$ cat config.mk
export PLATFORM = sky130hd
export DESIGN_NAME = pse_pin_control
export DESIGN_NICKNAME = d
export VERILOG_FILES = /design/src/design/pse_pkg.sv /design/src/design/pse_pin_control.sv
export SDC_FILE = /design/constraint.sdc
export NUM_CORES = 1
export LEC_CHECK = 0
export ABC_AREA = 0
export BUFFER_PORTS_ARGS = -buffer_cell sky130_fd_sc_hd__buf_2
export CAP_MARGIN = 20
export CELL_PAD_IN_SITES_DETAIL_PLACEMENT = 0
export CELL_PAD_IN_SITES_GLOBAL_PLACEMENT = 1
export CORE_UTILIZATION = 43
export DETAILED_ROUTE_END_ITERATION = 6
export PLACE_DENSITY = 0.89
export SYNTH_ARGS = -nofsm -noshare
export SYNTH_HDL_FRONTEND = slang
export SYNTH_SLANG_ARGS = --single-unit
$ cat constraint.sdc
create_clock -name core_clk_i -period 4.42 [get_ports core_clk_i]
set_input_delay 0.442 -clock core_clk_i [delete_from_list [all_inputs] [get_ports core_clk_i]]
set_output_delay 0.442 -clock core_clk_i [all_outputs]
set_load 0.01 [all_outputs]
$ cat src/design/pse_pkg.sv
// constants, types and contract list for the pse pin control block
// Contract
// RULE1 - host holds hardware reset low at least 300 us for a full reset
// RULE2 - a hardware reset returns every internal register to its default
// RULE3 - address, self-run and injector straps captured on reset release
// RULE4 - open-drain interrupt pulled low while a fault is flagged
// RULE5 - serial data received on input line only, driven on output line only
// RULE6 - injector strap low selects endpoint mode, high selects midspan mode
// RULE7 - answer slave address 010 plus four address-select pins
// RULE8 - address pins latched after supply lockout ends and after every reset
// RULE9 - low port shutdown input turns that port's power switch off
// RULE10 - self-run strap high at reset starts all ports in automatic mode
// RULE11 - self-run strap low at reset starts all ports in shutdown mode
// RULE12 - software mode writes override the latched self-run strap
// RULE13 - probe sine loss shuts and blocks ports with ac disconnect enabled
// RULE14 - no address acknowledge while any reset cause persists
// RULE15 - strap pin changes outside reset are ignored
// RULE16 - reset, shutdown and strap pins pass two flip-flops before use
package pse_pkg;
    localparam int N_PORTS = 4;
    localparam int RST_MIN_US = 300;
    localparam int CLK_MHZ = 200;
    localparam int RST_MIN_CYC = RST_MIN_US * CLK_MHZ;
    localparam int RST_CNT_W = 17;
    localparam logic [2:0] ADDR_PREFIX = 3'h2;
    // register byte offsets
    localparam logic [7:0] OFF_CTRL = 8'h00;
    localparam logic [7:0] OFF_STATUS = 8'h04;
    localparam logic [7:0] OFF_INT_STATUS = 8'h08;
    localparam logic [7:0] OFF_INT_CLEAR = 8'h0C;
    localparam logic [7:0] OFF_INT_ENABLE = 8'h10;
    // event bit positions
    localparam int EV_PORT_OFF = 0;
    localparam int EV_SINE_LOSS = 4;
    localparam int EV_ADDR_ACK = 5;
    localparam int EV_W = 6;
    localparam logic [5:0] INT_EN_RST = 6'h00;
    localparam logic [3:0] AC_EN_RST = 4'h0;

    typedef enum logic [1:0] {
        PSE_MODE_SHUTDOWN = 2'b00,
        PSE_MODE_MANUAL = 2'b01,
        PSE_MODE_SEMI = 2'b10,
        PSE_MODE_AUTO = 2'b11
    } pse_mode_t;

    typedef enum logic [1:0] {
        PSE_I2C_IDLE = 2'b00,
        PSE_I2C_ADDR = 2'b01,
        PSE_I2C_ACK = 2'b10,
        PSE_I2C_SKIP = 2'b11
    } pse_i2c_st_t;

    typedef struct packed {
        logic [3:0] addr;
        logic       self_run;
        logic       injector;
    } pse_strap_t;

    typedef struct packed {
        logic       rst_n;
        logic       supply_undervolt_lockout;
        logic       overtemp;
        logic       sine_loss;
        logic [3:0] port_off_n;
        pse_strap_t strap;
        logic       scl;
        logic       sda;
    } pse_pins_t;

    typedef struct packed {
        logic [3:0] ac_en;
        pse_mode_t  [3:0] mode;
    } pse_ctrl_t;

    localparam pse_ctrl_t CTRL_RST = '{ac_en: AC_EN_RST, mode: '{default: PSE_MODE_SHUTDOWN}};
endpackage

$ cat src/design/pse_pin_control.sv
// pin control logic: reset, straps, port shutdown, interrupt, address acknowledge
`timescale 1ns/1ps
module pse_pin_control #(
    parameter int RST_MIN_CYCLES = pse_pkg::RST_MIN_CYC
) (
    // clock and reset
    input  wire logic        core_clk_i,
    input  wire logic        reset_i,
    // apb slave
    input  wire logic        psel_i,
    input  wire logic        penable_i,
    input  wire logic        pwrite_i,
    input  wire logic [7:0]  paddr_i,
    input  wire logic [31:0] pwdata_i,
    output logic      [31:0] prdata_o,
    output logic             pready_o,
    output logic             pslverr_o,
    // reset causes
    input  wire logic        hw_reset_n_i,
    input  wire logic        supply_undervolt_lockout_i,
    input  wire logic        overtemp_i,
    // straps
    input  wire logic [3:0]  addr_select_pins_i,
    input  wire logic        self_run_mode_i,
    input  wire logic        injector_mode_i,
    // ports
    input  wire logic [3:0]  port_off_n_i,
    input  wire logic        probe_sine_loss_i,
    output logic      [3:0]  port_power_o,
    output logic             injector_mode_o,
    // serial bus
    input  wire logic        bus_clock_i,
    input  wire logic        serial_data_in_line_i,
    output logic             serial_data_out_line_o,
    output logic             serial_data_out_line_oe_o,
    // open-drain interrupt
    output logic             fault_int_n_o,
    output logic             fault_int_n_oe_o
);
    function automatic logic hit(input logic [7:0] a, input logic [7:0] off);
        hit = (a[7:2] == off[7:2]);
    endfunction

    // pin synchronisers
    pse_pkg::pse_pins_t pin_raw;
    pse_pkg::pse_pins_t meta_q;
    pse_pkg::pse_pins_t pin_q;
    pse_pkg::pse_pins_t prev_q;

    assign pin_raw = '{rst_n: hw_reset_n_i, supply_undervolt_lockout: supply_undervolt_lockout_i, overtemp: overtemp_i,
                       sine_loss: probe_sine_loss_i, port_off_n: port_off_n_i,
                       strap: '{addr: addr_select_pins_i, self_run: self_run_mode_i, injector: injector_mode_i},
                       scl: bus_clock_i, sda: serial_data_in_line_i};

    always_ff @(posedge core_clk_i or posedge reset_i) begin
        if (reset_i) begin
            meta_q <= '0;
            pin_q  <= '0;
            prev_q <= '0;
        end else begin
            meta_q <= pin_raw; // RULE16
            pin_q  <= meta_q; // RULE16
            // last synchronised levels, for edge detection
            prev_q <= pin_q;
        end
    end

    // reset causes and strap latch
    logic [pse_pkg::RST_CNT_W-1:0] rst_cnt_q, rst_cnt_d;
    logic                          hold_q, hold_d;
    logic                          cause;
    logic                          release_evt;
    pse_pkg::pse_strap_t           strap_q, strap_d;

    always_comb begin
        cause = !pin_q.rst_n || pin_q.supply_undervolt_lockout || pin_q.overtemp;
        rst_cnt_d = rst_cnt_q;
        if (pin_q.rst_n) begin
            rst_cnt_d = '0;
        end else if (rst_cnt_q != pse_pkg::RST_CNT_W'(RST_MIN_CYCLES)) begin
            rst_cnt_d = rst_cnt_q + 1'b1;
        end
        // short reset pulses do not reset the device
        hold_d = 1'b0;
        if (pin_q.supply_undervolt_lockout || pin_q.overtemp) begin
            hold_d = 1'b1; // RULE2
        end else if (!pin_q.rst_n && rst_cnt_q == pse_pkg::RST_CNT_W'(RST_MIN_CYCLES)) begin
            hold_d = 1'b1; // RULE1
        end else if (hold_q && cause) begin
            // stay held until every cause is gone, so straps latch real pin levels
            hold_d = 1'b1; // RULE3
        end
        release_evt = hold_q && !hold_d;
        strap_d = strap_q; // RULE15
        if (release_evt) begin
            strap_d = pin_q.strap; // RULE3 RULE8
        end
    end

    always_ff @(posedge core_clk_i or posedge reset_i) begin
        if (reset_i) begin
            rst_cnt_q <= '0;
            hold_q    <= 1'b1;
            strap_q   <= '0;
        end else begin
            rst_cnt_q <= rst_cnt_d;
            hold_q    <= hold_d;
            strap_q   <= strap_d;
        end
    end

    // serial address acknowledge
    pse_pkg::pse_i2c_st_t i2c_st_q, i2c_st_d;
    logic [7:0]           shift_q, shift_d;
    logic [3:0]           bit_cnt_q, bit_cnt_d;
    logic                 sda_oe_q, sda_oe_d;
    logic                 ack_evt;
    logic                 scl_rise, scl_fall, bus_start, bus_stop;

    always_comb begin
        // edges, start and stop seen on the synchronised bus lines
        scl_rise  = pin_q.scl && !prev_q.scl;
        scl_fall  = !pin_q.scl && prev_q.scl;
        bus_start = pin_q.scl && prev_q.scl && prev_q.sda && !pin_q.sda;
        bus_stop  = pin_q.scl && prev_q.scl && !prev_q.sda && pin_q.sda;
        i2c_st_d  = i2c_st_q;
        shift_d   = shift_q;
        bit_cnt_d = bit_cnt_q;
        sda_oe_d  = sda_oe_q;
        ack_evt   = 1'b0;
        if (cause || hold_q) begin
            i2c_st_d = pse_pkg::PSE_I2C_IDLE; // RULE14
            sda_oe_d = 1'b0;
        end else if (bus_start) begin
            i2c_st_d  = pse_pkg::PSE_I2C_ADDR;
            bit_cnt_d = '0;
            sda_oe_d  = 1'b0;
        end else if (bus_stop) begin
            i2c_st_d = pse_pkg::PSE_I2C_IDLE;
            sda_oe_d = 1'b0;
        end else begin
            case (i2c_st_q)
                pse_pkg::PSE_I2C_ADDR: begin
                    if (scl_rise) begin
                        shift_d   = {shift_q[6:0], pin_q.sda}; // RULE5
                        bit_cnt_d = bit_cnt_q + 1'b1;
                    end else if (scl_fall && bit_cnt_q == 4'h8) begin
                        if (shift_q[7:1] == {pse_pkg::ADDR_PREFIX, strap_q.addr}) begin // RULE7
                            i2c_st_d = pse_pkg::PSE_I2C_ACK;
                            sda_oe_d = 1'b1; // RULE5
                            ack_evt  = 1'b1;
                        end else begin
                            i2c_st_d = pse_pkg::PSE_I2C_SKIP;
                        end
                    end
                end
                pse_pkg::PSE_I2C_ACK: begin
                    if (scl_fall) begin
                        i2c_st_d = pse_pkg::PSE_I2C_SKIP;
                        sda_oe_d = 1'b0;
                    end
                end
                default: begin
                    i2c_st_d = i2c_st_q;
                end
            endcase
        end
    end

    always_ff @(posedge core_clk_i or posedge reset_i) begin
        if (reset_i) begin
            i2c_st_q  <= pse_pkg::PSE_I2C_IDLE;
            shift_q   <= 8'h00;
            bit_cnt_q <= 4'h0;
            sda_oe_q  <= 1'b0;
        end else begin
            i2c_st_q  <= i2c_st_d;
            shift_q   <= shift_d;
            bit_cnt_q <= bit_cnt_d;
            sda_oe_q  <= sda_oe_d;
        end
    end

    // registers, port power and interrupt
    pse_pkg::pse_ctrl_t        ctrl_q, ctrl_d;
    logic [pse_pkg::EV_W-1:0]  int_st_q, int_st_d;
    logic [pse_pkg::EV_W-1:0]  int_en_q, int_en_d;
    logic [pse_pkg::EV_W-1:0]  events;
    logic [pse_pkg::EV_W-1:0]  int_clr;
    logic [3:0]                power_q, power_d;
    logic                      int_oe_q, int_oe_d;
    logic                      inj_q, inj_d;
    logic [31:0]               prdata_q, prdata_d;
    logic                      pready_q, pready_d;
    logic                      pslverr_q, pslverr_d;
    logic                      access;

    always_comb begin
        access  = psel_i && penable_i;
        int_clr = '0;
        events  = '0;
        events[pse_pkg::EV_PORT_OFF +: 4] = prev_q.port_off_n & ~pin_q.port_off_n;
        events[pse_pkg::EV_SINE_LOSS]     = pin_q.sine_loss && !prev_q.sine_loss;
        events[pse_pkg::EV_ADDR_ACK]      = ack_evt;
        ctrl_d    = ctrl_q;
        int_en_d  = int_en_q;
        prdata_d  = prdata_q;
        pready_d  = 1'b0;
        pslverr_d = pslverr_q;
        // first access edge answers; the edge that sees ready performs the write
        if (access && !pready_q) begin
            pready_d  = 1'b1;
            pslverr_d = 1'b0;
            prdata_d  = 32'h0000_0000;
            if (hit(paddr_i, pse_pkg::OFF_CTRL)) begin
                prdata_d[11:0] = ctrl_q;
            end else if (hit(paddr_i, pse_pkg::OFF_STATUS)) begin
                prdata_d[15:0] = {pin_q.port_off_n, cause, pin_q.sine_loss, strap_q, power_q};
            end else if (hit(paddr_i, pse_pkg::OFF_INT_STATUS)) begin
                prdata_d[pse_pkg::EV_W-1:0] = int_st_q;
            end else if (hit(paddr_i, pse_pkg::OFF_INT_ENABLE)) begin
                prdata_d[pse_pkg::EV_W-1:0] = int_en_q;
            end else if (!hit(paddr_i, pse_pkg::OFF_INT_CLEAR)) begin
                pslverr_d = 1'b1;
            end
        end
        if (access && pready_q && pwrite_i && !pslverr_q) begin
            if (hit(paddr_i, pse_pkg::OFF_CTRL)) begin
                ctrl_d = pwdata_i[11:0]; // RULE12
            end else if (hit(paddr_i, pse_pkg::OFF_INT_ENABLE)) begin
                int_en_d = pwdata_i[pse_pkg::EV_W-1:0];
            end else if (hit(paddr_i, pse_pkg::OFF_INT_CLEAR)) begin
                int_clr = pwdata_i[pse_pkg::EV_W-1:0];
            end
        end
        int_st_d = (int_st_q & ~int_clr) | events;
        if (hold_q) begin
            ctrl_d   = pse_pkg::CTRL_RST; // RULE2
            int_en_d = pse_pkg::INT_EN_RST; // RULE2
            int_st_d = '0; // RULE2
            if (release_evt && pin_q.strap.self_run) begin
                ctrl_d.mode = '{default: pse_pkg::PSE_MODE_AUTO}; // RULE10
            end else if (release_evt) begin
                ctrl_d.mode = '{default: pse_pkg::PSE_MODE_SHUTDOWN}; // RULE11
            end
        end
        for (int i = 0; i < pse_pkg::N_PORTS; i++) begin
            power_d[i] = !hold_q && !cause && ctrl_q.mode[i] != pse_pkg::PSE_MODE_SHUTDOWN
                         && pin_q.port_off_n[i] // RULE9
                         && !(ctrl_q.ac_en[i] && pin_q.sine_loss); // RULE13
        end
        int_oe_d = |(int_st_q & int_en_q); // RULE4
        inj_d    = strap_d.injector; // RULE6
    end

    always_ff @(posedge core_clk_i or posedge reset_i) begin
        if (reset_i) begin
            ctrl_q    <= pse_pkg::CTRL_RST;
            int_st_q  <= '0;
            int_en_q  <= pse_pkg::INT_EN_RST;
            power_q   <= 4'h0;
            int_oe_q  <= 1'b0;
            inj_q     <= 1'b0;
            prdata_q  <= 32'h0000_0000;
            pready_q  <= 1'b0;
            pslverr_q <= 1'b0;
        end else begin
            ctrl_q    <= ctrl_d;
            int_st_q  <= int_st_d;
            int_en_q  <= int_en_d;
            power_q   <= power_d;
            int_oe_q  <= int_oe_d;
            inj_q     <= inj_d;
            prdata_q  <= prdata_d;
            pready_q  <= pready_d;
            pslverr_q <= pslverr_d;
        end
    end

    // open-drain pins only ever drive low
    logic low_q;

    always_ff @(posedge core_clk_i or posedge reset_i) begin
        if (reset_i) begin
            low_q <= 1'b0;
        end else begin
            low_q <= 1'b0;
        end
    end

    assign prdata_o                  = prdata_q;
    assign pready_o                  = pready_q;
    assign pslverr_o                 = pslverr_q;
    assign port_power_o              = power_q;
    assign injector_mode_o           = inj_q;
    assign serial_data_out_line_o    = low_q;
    assign serial_data_out_line_oe_o = sda_oe_q;
    assign fault_int_n_o             = low_q;
    assign fault_int_n_oe_o          = int_oe_q;
endmodule

==> flow_summary_export.csv <==
group,metric,value,unit
timing,setup-violations-final,0,
drt,wl_per_cell,16.4,um
flow_run,drv_cap,0,
clocking,cts.clk_slew.worst_paths,50,ps
setup_path,max_stage_delay,750,ps
setup_path,cpMostUsedCell,"a21oi_1",
drt,drt_first_pass_iters,4,
synthesis,synth.avg_cell_area,11.4,um^2
drt,vias,3773,
place,post-place-ws,1900,ps
timing,final.period_utilization,49.3,%
synthesis,synth_seq_cells,125,
floorplanning,core,0.0117,mm^2
timing,finalHoldViolCount,0,
floorplanning,pin_count,104,
cells_and_area,final_area,0.00625,mm^2
synthesis,yosys.area.top_type,"dfrtp_1",
timing,period_minus_slack,2180,ps
synthesis,ys_top_cells_by_area,"dfrtp_1 59%, xor2_1 3.3%, mux2_2 3.0%",
worst_hold_path,worstHoldPathType,"in -> async",
drt,routed_wl,11.2,mm
setup_path,critPathArrivalTime,2500,ps
setup_path,crit_buf_inv,1,
power,power_density,446,mW/mm^2
floorplanning,fp.dieW,112,um
cells_and_area,antenna_cells,0,
power,p_leak,0.00298,uW
floorplanning,fp.dieH,112,um
cells_and_area,nets,594,
timing,skew,7.41,ps
clocking,cts_sinks,125,
timing,fin_setup_tns,0,ps
clocking,cts_tree,"done",
setup_path,crit_slowest_cell,"dfrtp_1",
setup_path,required,4740,ps
place,placed_area,0.00563,mm^2
synthesis,netlist_area,0.00525,mm^2
floorplanning,floorplan.initialDensity,45.0,%
clocking,h-tree-depth,4,
drt,drt_iter0_markers,253,
timing,slew_headroom,44.1,%
power,peakVddDrop,0.257,mV
cells_and_area,fill_cells,975,
cells_and_area,seq_area,0.00313,mm^2
clocking,cts_inserted_buffers,17,
clocking,clock_latency,400,ps
place,gp_congestion,0.825,
setup_path,worst_r2r_path_depth,5,
timing,setup_ws,2240,ps
cells_and_area,final_layout_size_suffix_gt1_share,22.5,%
drt,viasPerCell,5.51,
global_route,antenna_found_initial,0,
global_route,grt_pass1_wl,18.7,mm
cells_and_area,syn_to_final_growth,19.1,%
global_route,grt_max_degree,54,
clocking,cts_max_path_buffers,2,
setup_path,crit_chain,"nor4bb_1 > clkbuf_2 > and2_1 > a21oi_1 > a21oi_1",
synthesis,synth_edf_count,0,
floorplanning,die_area,0.0126,mm^2
global_route,grt_usage,19.5,%
drt,drc,0,
clocking,cts_setup_buffers,0,
global_route,gr-total-overflow,0,
setup_path,end_kind,"flip-flop",
place,dp_hpwl,7.90,mm
synthesis,postSynthCellCount,461,
clocking,cts_root_buf,"clkbuf_16",
place,io_buffers,63,
setup_path,cp_max_fo,21,
timing,worst_pin_slew,832,ps
synthesis,ys_types,53,
synthesis,yosysTopAreaCellShare,59.1,%
timing,maxSlewViolCount,0,
synthesis,ys.flop_type,"dfrtp_1",
setup_path,critical-path-top-delay-family,"simple AND/OR/NAND/NOR gates",
drt,ant_nets,0,
synthesis,ys_seq_area_share,59.6,%
timing,rsz0062_at_grt,"false",
clocking,cts_resized,0,
setup_path,worstSetupStartpointType,"flip-flop",
outcome,outcome,"completed",
setup_path,crit_type,"reg -> reg",
synthesis,synthArstFlopShare,100,%
timing,fmax,459,MHz
clocking,postCtsHoldBufs,0,
global_route,grt_pass1_vias,3660,
synthesis,yosys_warnings,0,
floorplanning,fp-row-count,39,
setup_path,crit_cells,5,
cells_and_area,multi_input_area,0.00192,mm^2
## synth_stat cells (2+ instances only)
| master | n |
|---|---|
| o211ai_1 | 2 |
| clkbuf_1 | 14 |
| and3_1 | 2 |
| nand4_1 | 9 |
| or2_2 | 2 |
| a21oi_1 | 26 |
| or3_1 | 3 |
| and4_1 | 6 |
| buf_4 | 19 |
| nand3_1 | 14 |
| nor3_1 | 4 |
| mux2_2 | 14 |
| nor4b_1 | 2 |
| nand2b_1 | 9 |
| nand3b_1 | 2 |
| xor2_1 | 20 |
| ha_1 | 4 |
| dfrtp_1 | 124 |
| a22oi_1 | 9 |
| o2111a_1 | 4 |
| nor2_1 | 31 |
| nor4_1 | 3 |
| o21ai_1 | 2 |
| inv_1 | 14 |
| o21ai_0 | 29 |
| a221oi_1 | 5 |
| mux2i_1 | 5 |
| buf_2 | 3 |
| nor4bb_1 | 2 |
| o21bai_1 | 2 |
| a22o_1 | 11 |
| nand2_1 | 36 |
| and2_1 | 5 |
| nor2b_1 | 5 |
## cells by family (layout without fill, tap and decap cells)
group / after synthesis / in the layout / synth area share, %
simple gates: 143 / 143 / 14.9
flops: 125 / 125 / 59.6
compound gates: 98 / 98 / 12.1
buf+inv: 51 / 115 / 5.08
xor+xnor: 20 / 20 / 3.34
mux: 19 / 19 / 3.96
fa+ha+maj: 4 / 4 / 0.954
other cells: 1 / 18 / 0.0715
## registers in the layout, summed over array words and instances, names as in the netlist
name                       count
hold_q                         1
i2c_st_q                       2
serial_data_out_line_oe_o      1
bit_cnt_q                      4
int_st_q                       6
ctrl_q                        12
injector_mode_o                1
pslverr_o                      1
pin_q                         16
shift_q                        8
prdata_o                      16
meta_q                        16
port_power_o                   4
pready_o                       1
int_en_q                       6
fault_int_n_oe_o               1
rst_cnt_q                     17
prev_q                         7
strap_q                        5
## cell usage in the layout (no fill, tap or decap), types with 6 or more instances in the layout
cell type    n
a22o_1      11
mux2_2      14
a21oi_1     26
and4_1       6
conb_1      18
o21ai_0     29
nor2_1      31
xor2_1      20
a22oi_1      9
dfrtp_1    124
inv_1       13
clkbuf_16   17
nand2_1     36
buf_2       64
nand3_1     14
nand2b_1     9
nand4_1      9
## metal layers
metal / vias to the layer above / track usage [%] / part of all wire (%)
met4: 0 / 9.07 / 2.4
met1: 1848 / 26.1 / 44
met5: - / 0 / 0
li1: 1738 / - / -
met3: 19 / 4.81 / 6.2
met2: 168 / 30.0 / 47
## area by class of cell
cell class | instances | area share (%)
tap | 143 | 2.86
timing repair buffer | 68 | 5.56
sequential | 125 | 50.1
clock buffer | 22 | 7.75
multi-input combinational | 302 | 30.6
clock inverter | 10 | 2.18
inverter | 15 | 0.941
## power by group
part	switching (uW)	internal, uW	leakage (uW)
Sequential	45.2	1190	0.00163
Combinational	83.0	51.0	0.00106
Clock	476	944	0.000298
## final timing paths
check | start | to | slack [ps]
hold / removal | reset_i | meta_q[0] | 90
setup reg to reg | pin_q[15] | ctrl_q[5] | 2240
min in group core_clk_i | supply_undervolt_lockout_i | meta_q[14] | 140
max in group asynchronous | reset_i | int_st_q[5] | 3280
setup / recovery | pin_q[15] | ctrl_q[5] | 2240
hold reg to reg | meta_q[12] | pin_q[12] | 350
## stage by stage
| stage | util [%] | instances | hold slack, ps | total power [uW] |
|---|---|---|---|---|
| final | 53.6 | 685 | 89.4 | 2790 |
| after global routing | 53.6 | 685 | 120 | 2900 |
| after CTS | 53.6 | 684 | 102 | 2820 |
| after detailed placement | 48.2 | 652 | 336 | 1390 |
| after global placement | 48.2 | 651 | 332 | 1380 |
| after floorplan | - | 478 | 331 | 1330 |
(Power assumes the default switching activity.)
